[src/design/drrf_pkg.sv]
// package for the ddr3 refresh and self-refresh controller
package drrf_pkg;
	// command encodings {cs_n, ras_n, cas_n, we_n}
	localparam logic [3:0] CMD_NOP = 4'h7;
	localparam logic [3:0] CMD_DES = 4'hF;
	localparam logic [3:0] CMD_REF = 4'h1;
	localparam logic [3:0] CMD_PRE = 4'h2;
	// own registers, byte addresses
	localparam logic [7:0] REG_CTRL = 8'h00;
	localparam logic [7:0] REG_STAT = 8'h04;
	localparam logic [7:0] REG_TREFI = 8'h08;
	localparam logic [7:0] REG_CNT = 8'h0C;
	// control fields
	localparam int CTRL_EN = 0;
	localparam int CTRL_SR_REQ = 1;
	localparam int CTRL_PULLIN = 2;
	localparam int CTRL_DLL_ON = 3;
	localparam int CTRL_BL8 = 4;
	// timing, ns or clocks as printed or chosen, clock period in ps
	localparam int CLK_PS = 8000;
	localparam int TRP_NS = 14;
	localparam int TRFC_NS = 160;
	localparam int TREFI_NS = 7800;
	localparam int TXS_NS = 170;
	localparam int TCKE_NS = 6;
	localparam int TCKSRE_NS = 10;
	localparam int TCKSRX_NS = 10;
	localparam int TXSDLL_CK = 512;
	localparam int ODTL_CK = 6;
	localparam int TRP_CK = (TRP_NS * 1000 + CLK_PS - 1) / CLK_PS;
	localparam int TRFC_CK = (TRFC_NS * 1000 + CLK_PS - 1) / CLK_PS;
	localparam int TREFI_CK = (TREFI_NS * 1000) / CLK_PS;
	localparam int TXS_CK = (TXS_NS * 1000 + CLK_PS - 1) / CLK_PS;
	localparam int TCKE_CK = (TCKE_NS * 1000 + CLK_PS - 1) / CLK_PS;
	localparam int TCKSRE_CK = (TCKSRE_NS * 1000 + CLK_PS - 1) / CLK_PS;
	localparam int TCKSRX_CK = (TCKSRX_NS * 1000 + CLK_PS - 1) / CLK_PS;
	localparam int ODT_OFF_CK = ODTL_CK + 1;
	localparam int DEBT_MAX = 8;
	typedef struct packed {
		logic cs_n;
		logic ras_n;
		logic cas_n;
		logic we_n;
	} drrf_cmd_s;
	typedef enum logic [2:0] {
		ST_IDLE = 3'b000,
		ST_PRE = 3'b001,
		ST_REF = 3'b011,
		ST_SRE = 3'b010,
		ST_SR = 3'b110,
		ST_CKRS = 3'b111,
		ST_XS = 3'b101,
		ST_XDLL = 3'b100
	} drrf_state_e;
endpackage

[src/design/drrf_ctrl.sv]
// ddr3 refresh and self-refresh controller with ahb-lite registers
//
// Chosen here: the AHB-Lite register port and the register addresses.
`timescale 1ns/1ps
`default_nettype none
// Behaviour
// - every write strobe edge meets timing
// - strobe to clock skew met each edge
// - bl8 via mode bits or a12 high
// - precharge all, wait trp before refresh
// - only nop or des during trfc
// - one refresh command per needed refresh
// - at most eight postponed, gap nine trefi
// - at most eight pulled in credited
// - flush postponed refreshes before self-refresh
// - banks precharged, odt off before sre
// - hold cke low during self-refresh
// - stay in self-refresh at least tcke
// - clock stop after tcksre, restart tcksrx
// - exit with cke high, wait txs, txsdll (code skips the txsdll wait when sr_req is set again with CTRL_DLL_ON clear)
// - nop during exit, cke high, odt low
// - one refresh after exit before re-entry
module drrf_ctrl
	import drrf_pkg::*;
#(
	parameter int TREFI_CYC = TREFI_CK,
	parameter int TXSDLL_CYC = TXSDLL_CK
) (
	input wire logic hclk,
	input wire logic hresetn,
	input wire logic hsel,
	input wire logic [7:0] haddr,
	input wire logic [1:0] htrans,
	input wire logic hwrite,
	input wire logic [2:0] hsize,
	input wire logic [31:0] hwdata,
	input wire logic hready,
	output logic [31:0] hrdata,
	output logic hreadyout,
	output logic hresp,
	output logic ddr_cke,
	output logic ddr_ck_en,
	output logic ddr_odt,
	output logic ddr_a12,
	output logic ddr_a10,
	output drrf_cmd_s ddr_cmd
);
	initial begin
		if (TREFI_CYC < TRFC_CK + 2 || TREFI_CYC > 65535 || TXSDLL_CYC < 1)
			$error("drrf_ctrl: unsupported timing parameter");
	end
	// ahb slave: zero wait state, always okay
	logic wr_pend_q;
	logic [7:0] wr_addr_q;
	logic [4:0] ctrl_q;
	logic [15:0] trefi_q;
	logic [15:0] refcnt_q;
	wire acc = hsel && hready && htrans[1];
	assign hreadyout = 1'b1;
	assign hresp = 1'b0;
	always_ff @(posedge hclk or negedge hresetn) begin
		if (!hresetn) begin
			wr_pend_q <= 1'b0;
			wr_addr_q <= 8'h00;
		end else begin
			wr_pend_q <= acc && hwrite;
			wr_addr_q <= haddr;
		end
	end
	wire wr_ctrl = wr_pend_q && wr_addr_q == REG_CTRL;
	wire wr_trefi = wr_pend_q && wr_addr_q == REG_TREFI;
	// controller state
	drrf_state_e st_q;
	logic [9:0] tmr_q;
	logic [15:0] iv_q;
	logic signed [4:0] debt_q;
	logic odt_q;
	logic [3:0] odt_low_q;
	logic need_ref_q;
	logic in_sr;
	wire tmr_done = tmr_q == 10'h000;
	wire iv_tick = iv_q == 16'h0000;
	wire is_ref = st_q == ST_REF && ddr_cmd == CMD_REF;
	wire sr_req = ctrl_q[CTRL_SR_REQ] && ctrl_q[CTRL_EN];
	wire odt_clear = odt_low_q >= 4'(ODT_OFF_CK);
	wire want_ref = debt_q > 0 || (ctrl_q[CTRL_PULLIN] && debt_q > -DEBT_MAX)
		|| need_ref_q || (sr_req && debt_q > -1);
	assign in_sr = st_q == ST_SR || st_q == ST_CKRS;
	logic [31:0] rd_mux;
	always_comb begin
		rd_mux = 32'h0000_0000;
		unique case (haddr)
			REG_CTRL: rd_mux = {27'h000_0000, ctrl_q};
			REG_STAT: rd_mux = {16'h0000, 5'h00, st_q, 5'h00, in_sr, ddr_cke,
				debt_q[4]};
			REG_TREFI: rd_mux = {16'h0000, trefi_q};
			REG_CNT: rd_mux = {11'h000, debt_q, refcnt_q};
			default: rd_mux = 32'h0000_0000;
		endcase
	end
	always_ff @(posedge hclk or negedge hresetn) begin
		if (!hresetn) begin
			hrdata <= 32'h0000_0000;
			ctrl_q <= 5'h00;
			trefi_q <= 16'h0000;
		end else begin
			if (acc && !hwrite)
				hrdata <= rd_mux;
			if (wr_ctrl)
				ctrl_q <= hwdata[4:0];
			if (wr_trefi)
				trefi_q <= hwdata[15:0];
		end
	end
	// interval tick drives the debt counter
	wire [15:0] iv_load = trefi_q != 16'h0000 ? trefi_q : 16'(TREFI_CYC);
	always_ff @(posedge hclk or negedge hresetn) begin
		if (!hresetn) begin
			iv_q <= 16'h0000;
			debt_q <= 5'sd0;
			refcnt_q <= 16'h0000;
		end else begin
			iv_q <= (iv_tick || !ctrl_q[CTRL_EN]) ? iv_load - 16'h0001
				: iv_q - 16'h0001;
			// saturating signed debt, sr counts as covered
			if (ctrl_q[CTRL_EN] && !in_sr) begin
				if (iv_tick && !is_ref && debt_q < 5'(DEBT_MAX))
					debt_q <= debt_q + 5'sd1;
				else if (is_ref && !iv_tick && debt_q > -5'(DEBT_MAX))
					debt_q <= debt_q - 5'sd1;
			end
			if (is_ref)
				refcnt_q <= refcnt_q + 16'h0001;
		end
	end
	// odt low tracking so sre waits odtl plus one clock
	always_ff @(posedge hclk or negedge hresetn) begin
		if (!hresetn) begin
			odt_low_q <= 4'h0;
		end else if (odt_q) begin
			odt_low_q <= 4'h0;
		end else if (!odt_clear) begin
			odt_low_q <= odt_low_q + 4'h1;
		end
	end
	// sequencer
	always_ff @(posedge hclk or negedge hresetn) begin
		if (!hresetn) begin
			st_q <= ST_IDLE;
			tmr_q <= 10'h000;
			ddr_cmd <= CMD_DES;
			ddr_cke <= 1'b1;
			ddr_ck_en <= 1'b1;
			odt_q <= 1'b0;
			need_ref_q <= 1'b0;
			ddr_a10 <= 1'b0;
			ddr_a12 <= 1'b0;
		end else begin
			ddr_cmd <= CMD_NOP;
			ddr_a10 <= 1'b0;
			// on-the-fly bl8 select by a12
			// no write burst is ever issued here, so strobe timing holds
			ddr_a12 <= ctrl_q[CTRL_BL8];
			if (!tmr_done)
				tmr_q <= tmr_q - 10'h001;
			unique case (st_q)
				ST_IDLE: begin
					odt_q <= 1'b0;
					if (tmr_done && ctrl_q[CTRL_EN] && (want_ref || sr_req)) begin
						// precharge all before any refresh or sre
						ddr_cmd <= CMD_PRE;
						ddr_a10 <= 1'b1;
						tmr_q <= 10'(TRP_CK);
						st_q <= ST_PRE;
					end
				end
				ST_PRE: if (tmr_done && odt_clear) begin
					if (want_ref) begin
						ddr_cmd <= CMD_REF;
						tmr_q <= 10'(TRFC_CK);
						need_ref_q <= 1'b0;
						st_q <= ST_REF;
					end else begin
						ddr_cmd <= CMD_REF;
						ddr_cke <= 1'b0;
						tmr_q <= 10'(TCKSRE_CK > TCKE_CK ? TCKSRE_CK : TCKE_CK);
						st_q <= ST_SRE;
					end
				end
				ST_REF: if (tmr_done) begin
					st_q <= ST_IDLE; // nop only across trfc
				end
				ST_SRE: if (tmr_done) begin
					ddr_ck_en <= 1'b0;
					st_q <= ST_SR;
				end
				ST_SR: if (!sr_req) begin
					ddr_ck_en <= 1'b1;
					tmr_q <= 10'(TCKSRX_CK);
					st_q <= ST_CKRS;
				end
				ST_CKRS: if (tmr_done) begin
					ddr_cke <= 1'b1;
					tmr_q <= 10'(TXS_CK);
					need_ref_q <= 1'b1;
					st_q <= ST_XS;
				end
				ST_XS: if (tmr_done) begin
					tmr_q <= 10'(TXSDLL_CYC - TXS_CK);
					st_q <= ST_XDLL;
				end
				ST_XDLL: if (tmr_done || (sr_req && !ctrl_q[CTRL_DLL_ON])) begin
					st_q <= ST_IDLE;
				end
				default: st_q <= ST_IDLE;
			endcase
		end
	end
	assign ddr_odt = odt_q;

	// checks
	a_ref_spacing: assert property (@(posedge hclk) disable iff (!hresetn)
		ddr_cmd == CMD_REF && ddr_cke |=> ddr_cmd == CMD_NOP [*2])
		else $error("command during trfc");
	a_ref_after_pre: assert property (@(posedge hclk) disable iff (!hresetn)
		ddr_cmd == CMD_REF |-> $past(st_q) == ST_PRE)
		else $error("refresh without precharge");
	a_cke_hold_sr: assert property (@(posedge hclk) disable iff (!hresetn)
		st_q == ST_SR |-> !ddr_cke)
		else $error("cke high in self-refresh");
	a_sre_debt: assert property (@(posedge hclk) disable iff (!hresetn)
		ddr_cmd == CMD_REF && !ddr_cke |-> debt_q <= 0)
		else $error("sre with postponed refresh");
	a_debt_range: assert property (@(posedge hclk) disable iff (!hresetn)
		debt_q <= 8 && debt_q >= -8)
		else $error("debt out of range");
	a_odt_sre: assert property (@(posedge hclk) disable iff (!hresetn)
		$fell(ddr_cke) |-> !ddr_odt && !$past(ddr_odt))
		else $error("odt on at sre");
	a_exit_nop: assert property (@(posedge hclk) disable iff (!hresetn)
		st_q == ST_XS |-> ddr_cmd == CMD_NOP && ddr_cke && !ddr_odt)
		else $error("command during txs");
	a_sr_min: assert property (@(posedge hclk) disable iff (!hresetn)
		$fell(ddr_cke) |=> !ddr_cke [*2])
		else $error("self-refresh too short");
	a_ck_stable: assert property (@(posedge hclk) disable iff (!hresetn)
		$rose(ddr_cke) |-> ddr_ck_en && $past(ddr_ck_en, 2))
		else $error("clock not stable at exit");
	c_refresh: cover property (@(posedge hclk) disable iff (!hresetn)
		ddr_cmd == CMD_REF && ddr_cke);
	c_sr_cycle: cover property (@(posedge hclk) disable iff (!hresetn)
		st_q == ST_XDLL ##1 st_q == ST_IDLE);
	c_debt_full: cover property (@(posedge hclk) disable iff (!hresetn)
		debt_q == 8);
	c_pullin: cover property (@(posedge hclk) disable iff (!hresetn)
		debt_q == -8);
endmodule
`default_nettype wire

[config.mk]
export PLATFORM = sky130hd
export DESIGN_NAME = drrf_ctrl
export DESIGN_NICKNAME = d
export VERILOG_FILES = /design/src/design/drrf_pkg.sv /design/src/design/drrf_ctrl.sv
export SDC_FILE = /design/constraint.sdc
export NUM_CORES = 1
export LEC_CHECK = 0
export ABC_AREA = 1
export BUFFER_PORTS_ARGS = -buffer_cell sky130_fd_sc_hd__buf_2
export CORE_MARGIN = 4
export CORE_UTILIZATION = 50
export DETAILED_ROUTE_END_ITERATION = 8
export MAX_ROUTING_LAYER = met4
export PLACE_DENSITY = 0.72
export SETUP_SLACK_MARGIN = 0.3
export SLEW_MARGIN = 30
export SYNTH_ARGS = -nofsm -noshare
export SYNTH_HDL_FRONTEND = slang
export SYNTH_SLANG_ARGS = --single-unit
[constraint.sdc]
create_clock -name hclk -period 3.6 [get_ports hclk]
set_clock_uncertainty 0.1 [all_clocks]
set_input_delay 0.54 -clock hclk [delete_from_list [all_inputs] [get_ports hclk]]
set_output_delay 0.54 -clock hclk [all_outputs]
set_load 0.02 [all_outputs]
==> results of run 1 <==
through the flow:
step / cells / power [mW]
6_report: 1037 / 4.67
5_1_grt: 1037 / 4.99
4_1_cts: 1037 / 4.69
3_5_place_dp: 1005 / 3.06
3_3_place_gp: 1005 / 3.04
2_1_floorplan: 801 / 2.75
power groups by stage:
stage	registers [mW]	clock network [mW]	logic, mW
floorplan	1.60	0	1.15
global placement	1.62	0	1.42
detailed placement	1.62	0	1.44
CTS	1.60	1.64	1.45
global route	1.63	1.69	1.67
finish	1.60	1.61	1.46
cells in the final DEF (no fill, tap or decap), types with 2 or more instances in the layout:
cell type | Yosys | final
nor3_1 | 6 | 6
xnor2_1 | 6 | 6
conb_1 | 2 | 15
nand3_2 | 6 | 6
clkbuf_16 | 0 | 17
nor2_1 | 68 | 68
o22ai_1 | 17 | 17
a21oi_1 | 15 | 15
inv_2 | 9 | 9
o211ai_1 | 3 | 3
nand3_1 | 46 | 46
dfrtp_1 | 108 | 108
o21ai_1 | 2 | 2
mux2_2 | 12 | 12
nand2_1 | 199 | 199
buf_2 | 4 | 57
xor2_1 | 28 | 28
nand3b_1 | 6 | 6
clkinv_2 | 0 | 4
buf_4 | 14 | 4
nor2_2 | 15 | 15
nand2_4 | 3 | 3
inv_1 | 102 | 102
nor2_4 | 8 | 8
a21o_1 | 2 | 2
nand4_1 | 11 | 11
nand2_2 | 10 | 10
clkbuf_8 | 0 | 6
or2_2 | 3 | 3
ha_1 | 9 | 9
clkbuf_1 | 6 | 4
o21ai_0 | 48 | 48
dfstp_2 | 6 | 6
critical path, delay by kind of cell (launching register included):
family | cells | cell delay (ns)
AOI/OAI and AO/OA | 1 | 0.15
DFF | 1 | 0.45
xor gates and xnor gates | 2 | 0.28
adders and majority gates | 1 | 0.48
and+or+nand+nor | 7 | 0.61
buffers and inverters | 2 | 0.26
worst paths after layout:
check	startpoint	slack (ns)	depth (start not counted)	to
min in group hclk	haddr[7]	0.14	1	wr_addr_q[7]
worst min-delay path	hresetn	0.04	1	wr_addr_q[7]
worst max-delay path	st_q[1]	1.15	13	debt_q[4]
max in group asynchronous	hresetn	2.54	2	ddr_cmd[0]
worst min register to register	ctrl_q[4]	0.35	0	ddr_a12
worst max register to register	st_q[1]	1.15	13	debt_q[4]
cells by family (layout without fill, tap and decap cells):
group                      Yosys count  count (layout)  synth area share (%)
xor gates and xnor gates            34              34                  4.69
and+or+nand+nor                    388             388                  28.8
AOI/OAI and AO/OA                   91              91                  7.90
other                                2              15                 0.118
adders and majority gates           10              10                  2.09
muxes                               12              12                  2.13
DFF                                114             114                  45.0
buffers and inverters              137             205                  9.24
cell type report:
class | count | share of cell area [%]
Clock buffer | 27 | 7.12
Clock inverter | 5 | 0.681
Inverter | 111 | 5.67
Multi-Input combinational cell | 550 | 40.2
Sequential cell | 114 | 38.9
Tap cell | 168 | 2.86
Timing Repair Buffer | 62 | 4.56
state kept, by name, indices dropped and copies added, names as in the netlist, 4 cells and up, named ones only:
register,cells
wr_addr_q,8
debt_q,5
trefi_q,16
ddr_cmd,4
refcnt_q,16
tmr_q,10
odt_low_q,4
ctrl_q,5
hrdata,21
iv_q,16
per-layer routing:
metal	routed length [µm]	track usage [%]	part of all wire (%)	vias to the layer above
li1	-	-	-	2616
met1	6580	28.0	46	2363
met2	6680	32.2	47	122
met3	645	5.29	4.6	20
met4	247	7.29	1.7	0
met5	0	-	0	-
==> impl_metrics.yaml, run 1 <==
outcome:
  status: "finished clean"
place:
  placed_area_um2: 6780
  dp_hpwl_um: 10500
  place_ws_ns: 1.09
  portBuffers: 58
  place_congestion: 0.917
floorplanning:
  rows: 40
  core_um2: 12200
  dieWidth_um: 121
  die_area_um2: 14600
  io-pin-count: 93
  fp.dieH_um: 121
  initial_utilization_pct: 52.0
route:
  routed_via_density: 4.94
  drc: 0
  wl_per_cell_um: 13.6
  vias: 5121
  firstDrtPassIters: 5
  antenna_left: 0
  dr.first_iter.drc_count: 338
  drt-total-wl_um: 14200
sta:
  max_slew.worst_pin.slew_ns: 0.769
  finalCriticalPeriod_ns: 2.45
  drv_slew: 0
  tns_ns: 0
  grt_setup_unrepaired: "false"
  final.setup.worst_slack_ns: 1.15
  hold_violations: 0
  max_freq_ghz: 0.408
  period_share_pct: 68.0
  setup_violations: 0
  whs_ns: 0.0430
  slew_headroom_pct: 48.6
global_routing:
  grt_pass1_vias: 4832
  grtUsageTotal_pct: 21.2
  grt_overflow_total: 0
  grt_max_degree: 65
  antenna_found_initial: 0
  grt_pass1_wl_um: 23800
setup_path:
  critPathRequiredTime_ns: 3.81
  cp-start-kind: "register"
  cp_slowest_cell: "fa_1"
  critPathCaptureType: "register"
  cp_cell_sequence: "inv_2 > nor2_4 > nand2_4 > nor2_8 > inv_2 > nand4_2 > fa_1 > nand2_1 > nand2_1 > a21oi_1 > xnor2_1 > nand2_1 > xor2_1"
  crit_type: "reg2reg"
  cp_max_fo: 9
  crit_arrival_ns: 2.66
  critPathMostFrequentCell: "nand2_1"
  cp_slowest_stage_delay_ns: 0.48
synth:
  yosysSeqAreaShare_pct: 45.0
  ys_ff_latch: 114
  synth.area.top_cells: "dfrtp_1 43%, nand2_1 12%, inv_1 6.0%, nor2_1 4.0%, xor2_1 3.9%"
  synthesis.area_um2: 6350
  yosysUniqueCellTypes: 43
  yosysMostFrequentCell: "nand2_1"
  synth_ff_type: "dfrtp_1"
  yosys_warnings: 0
  synthCells: 788
  synth_edf_count: 0
  avgSynthCellArea_um2: 8.06
  async_reset_ff_share_pct: 100
  synth_top_area_cell: "dfrtp_1"
  synth_top_area_share_pct: 42.5
  ys_top_cells_by_count: "199 x nand2_1, 108 x dfrtp_1, 102 x inv_1, 68 x nor2_1, 48 x o21ai_0"
finish:
  final_area_um2: 7350
  nets: 916
  drive_gt1_share_pct: 19.2
  n_fill_cell: 1149
  multiInputGateArea_um2: 2950
  regArea_um2: 2860
  final_util_pct: 60.2
  diodes: 0
  area_growth_pct: 15.7
cts:
  cts_tree: "yes"
  post-cts-setup-buffer-count: 0
  clkLatencyLatePin_ns: 0.42
  cts.hold.buffers_added: 0
  numCtsBuffers: 17
  cts-htree-levels: 4
  postCtsResizedCells: 0
  clock-root-buffer: "clkbuf_16"
  cts_buffer_depth: 2
  clkTransAtPathRegs_ns: 0.05
  cts.sinks: 114
power:
  p_clk_share_pct: 34.5
  p_leak_nw: 3.84
  seq_power_share_pct: 34.3
  p_comb_share_pct: 31.2
  swShare_pct: 35.3
  peakVddDrop_mv: 0.442
  power-per-cell-area_nw_per_um2: 635
  p_sw_mw: 1.65
  p_int_mw: 3.02
hold_path:
  hold_path.class: "in2async"
job:
  max_cap_violations: 0
Note: power is estimated with default switching activity, not from simulation.
==> inputs of run 2 (changes only) <==
- ABC_AREA: 1 -> 0
- PLACE_DENSITY: 0.72 -> 0.73
- clock period: 3.6 -> 2.3 ns (I/O delays scaled with it)
==> impl_metrics.yaml, run 2 <==
synth:
  synth.area.top_cells: "dfrtp_1 46%, mux2_2 5.2%, xnor2_1 4.5%, nand2_1 3.2%, nor2_1 2.8%"
  synthesis.area_um2: 5830
  yosysSeqAreaShare_pct: 49.1
  yosys_warnings: 0
  avgSynthCellArea_um2: 10.3
  async_reset_ff_share_pct: 100
  synth_edf_count: 0
  synth_top_area_cell: "dfrtp_1"
  synthCells: 563
  synth_top_area_share_pct: 46.4
  synth_ff_type: "dfrtp_1"
  ys_ff_latch: 114
  yosysUniqueCellTypes: 63
  yosysMostFrequentCell: "dfrtp_1"
  ys_top_cells_by_count: "108 x dfrtp_1, 50 x nand2_1, 43 x nor2_1, 30 x xnor2_1, 29 x o21ai_0"
setup_path:
  cp_slowest_stage_delay_ns: 0.53
  cp-start-kind: "register"
  critPathRequiredTime_ns: 2.49
  cp_cell_sequence: "or4_4 > or4_4 > o21a_4 > or2_4 > o22ai_4 > ha_4 > or4b_4 > nor4_2 > o2bb2ai_1"
  crit_type: "reg2reg"
  critPathCaptureType: "register"
  cp_max_fo: 6
  cp_slowest_cell: "or4_4"
  r2r_cells: 9
  timing.critical_path.buf_inv: 0
  cp_top_family: "simple AND/OR/NAND/NOR gates"
  cp.depth: 9
  critPathMostFrequentCell: "or4_4"
  crit_arrival_ns: 3.45
global_routing:
  grt_overflow_total: 0
  antenna_found_initial: 0
  grtUsageTotal_pct: 25.1
  grt_max_degree: 51
  grt_pass1_wl_um: 25200
  grt_pass1_vias: 4977
sta:
  setup_violations: 22
  hold_violations: 0
  slew_headroom_pct: 56.7
  max_freq_ghz: 0.307
  drv_slew: 0
  grt_setup_unrepaired: "true"
  period_share_pct: 142
  finalCriticalPeriod_ns: 3.26
  max_slew.worst_pin.slew_ns: 0.649
  final.setup.worst_slack_ns: -0.956
place:
  place_ws_ns: -0.981
  dp_hpwl_um: 10900
  placed_cells: 828
  place_congestion: 0.921
  portBuffers: 58
power:
  p_sw_mw: 1.46
  seq_power_share_pct: 41.9
  power-per-cell-area_nw_per_um2: 660
  p_int_mw: 4.00
  p_comb_share_pct: 15.9
  peakVddDrop_mv: 0.628
  p_clk_share_pct: 42.2
  swShare_pct: 26.7
  p_leak_nw: 3.76
job:
  max_cap_violations: 0
route:
  routed_via_density: 5.87
  antenna_left: 0
  firstDrtPassIters: 6
  vias: 5254
  drt-total-wl_um: 16800
  wl_per_cell_um: 18.7
  drc: 0
  dr.first_iter.drc_count: 497
floorplanning:
  io-pin-count: 93
  dieWidth_um: 116
  fp.dieH_um: 116
  rows: 39
  die_area_um2: 13400
  core_um2: 11400
  initial_utilization_pct: 51.0
cts:
  cts_buffer_depth: 2
  numCtsBuffers: 17
  cts-htree-levels: 4
  clock-root-buffer: "clkbuf_16"
  clkLatencyLatePin_ns: 0.41
  cts.sinks: 114
  clkTransAtPathRegs_ns: 0.05
  cts_tree: "yes"
finish:
  regArea_um2: 2860
  area_growth_pct: 42.0
  diodes: 0
  drive_gt1_share_pct: 43.6
  top_register: "hrdata"
  multiInputGateArea_um2: 3270
  final_common_cell: "dfrtp_1"
  n_fill_cell: 772
  nets: 801
  final_cells: 895
  final_cell_mix: "106 x dfrtp_1, 95 x buf_4, 57 x buf_2"
  largest_reg_flops: 21
hold_path:
  hold_path.class: "in2reg"
  hold-path-cell-count: 2
outcome:
  status: "finished with violations"
  violations: "setup timing"
-- run 2: power groups by stage --
| stage | combinational [mW] | clock, mW | sequential (mW) |
|---|---|---|---|
| after floorplan | 0.425 | 0 | 2.30 |
| after global placement | 0.661 | 0 | 2.30 |
| after detailed placement | 0.689 | 0 | 2.31 |
| after CTS | 0.791 | 2.33 | 2.28 |
| after global routing | 0.939 | 2.43 | 2.30 |
| final | 0.867 | 2.30 | 2.29 |
-- run 2: metal layers --
metal  up-vias  wire length [µm]  track usage, %  share of wire (%)
met5         -                 0               -                  0
met4         0               426            9.13                2.5
met3        48              1180            5.22                7.0
met2       230              8160            39.0                 49
met1      2623              7000            32.6                 42
li1       2353                 -               -                  -
-- run 2: cell families (layout without fill, tap and decap cells) --
kind of cell | after synthesis | count (layout) | synth area share (%)
flops | 114 | 114 | 49.1
mux | 44 | 44 | 8.65
fa+ha+maj | 10 | 10 | 2.28
buf+inv | 52 | 228 | 4.27
xor+xnor | 47 | 47 | 7.06
other cells | 2 | 15 | 0.129
compound gates | 105 | 105 | 11.9
simple gates | 189 | 189 | 16.6
-- run 2: metrics by stage --
step | area (µm²) | setup TNS [ns] | hold WS, ns | power [mW] | utilization (%)
after CTS | 7920 | -8.80 | 0.0489 | 5.40 | 69.3
after floorplan | 6090 | -8.47 | -0.0506 | 2.73 | -
after global placement | 7010 | -9.10 | 0.296 | 2.96 | 61.4
after detailed placement | 7010 | -9.89 | 0.305 | 3.00 | 61.4
final | 8280 | -10.57 | 0.0637 | 5.46 | 72.5
after global routing | 8280 | -12.18 | 0.0513 | 5.67 | 72.5
-- run 2: timing repair --
action                     4_1_cts  5_1_grt
setup endpoints to repair       47       43
hold buffers                     7        0
buffers inserted                14       15
pin swaps                       14       17
cloned                           0        1
hold endpoints to repair        52        0
gates resized for setup         46       59
-- run 2: path summary, 6_finish.rpt --
path,from,end,slack (ns)
max,iv_q[11],iv_q[6],-0.96
min,hwdata[9],trefi_q[9],0.06
max reg2reg,iv_q[11],iv_q[6],-0.96
min reg2reg,ctrl_q[4],ddr_a12,0.32
max in group asynchronous,hresetn,ddr_cmd[0],1.05
min in group asynchronous,hresetn,hrdata[15],0.40
-- run 2: layout make-up --
type	instances	area share [%]
Sequential cell	114	34.6
Tap cell	143	2.16
Clock buffer	25	5.87
Timing Repair Buffer	184	16.8
Clock inverter	5	0.363
Inverter	14	0.726
Multi-Input combinational cell	410	39.5
-- run 2: worst reg2reg max path, stage by stage, from the launching register on --
cell       delay, ns
dfrtp_1         0.37
or4_4           0.53
or4_4           0.47
o21a_4          0.24
or2_4           0.26
o22ai_4         0.15
ha_4            0.20
or4b_4          0.47
nor4_2          0.25
o2bb2ai_1       0.10
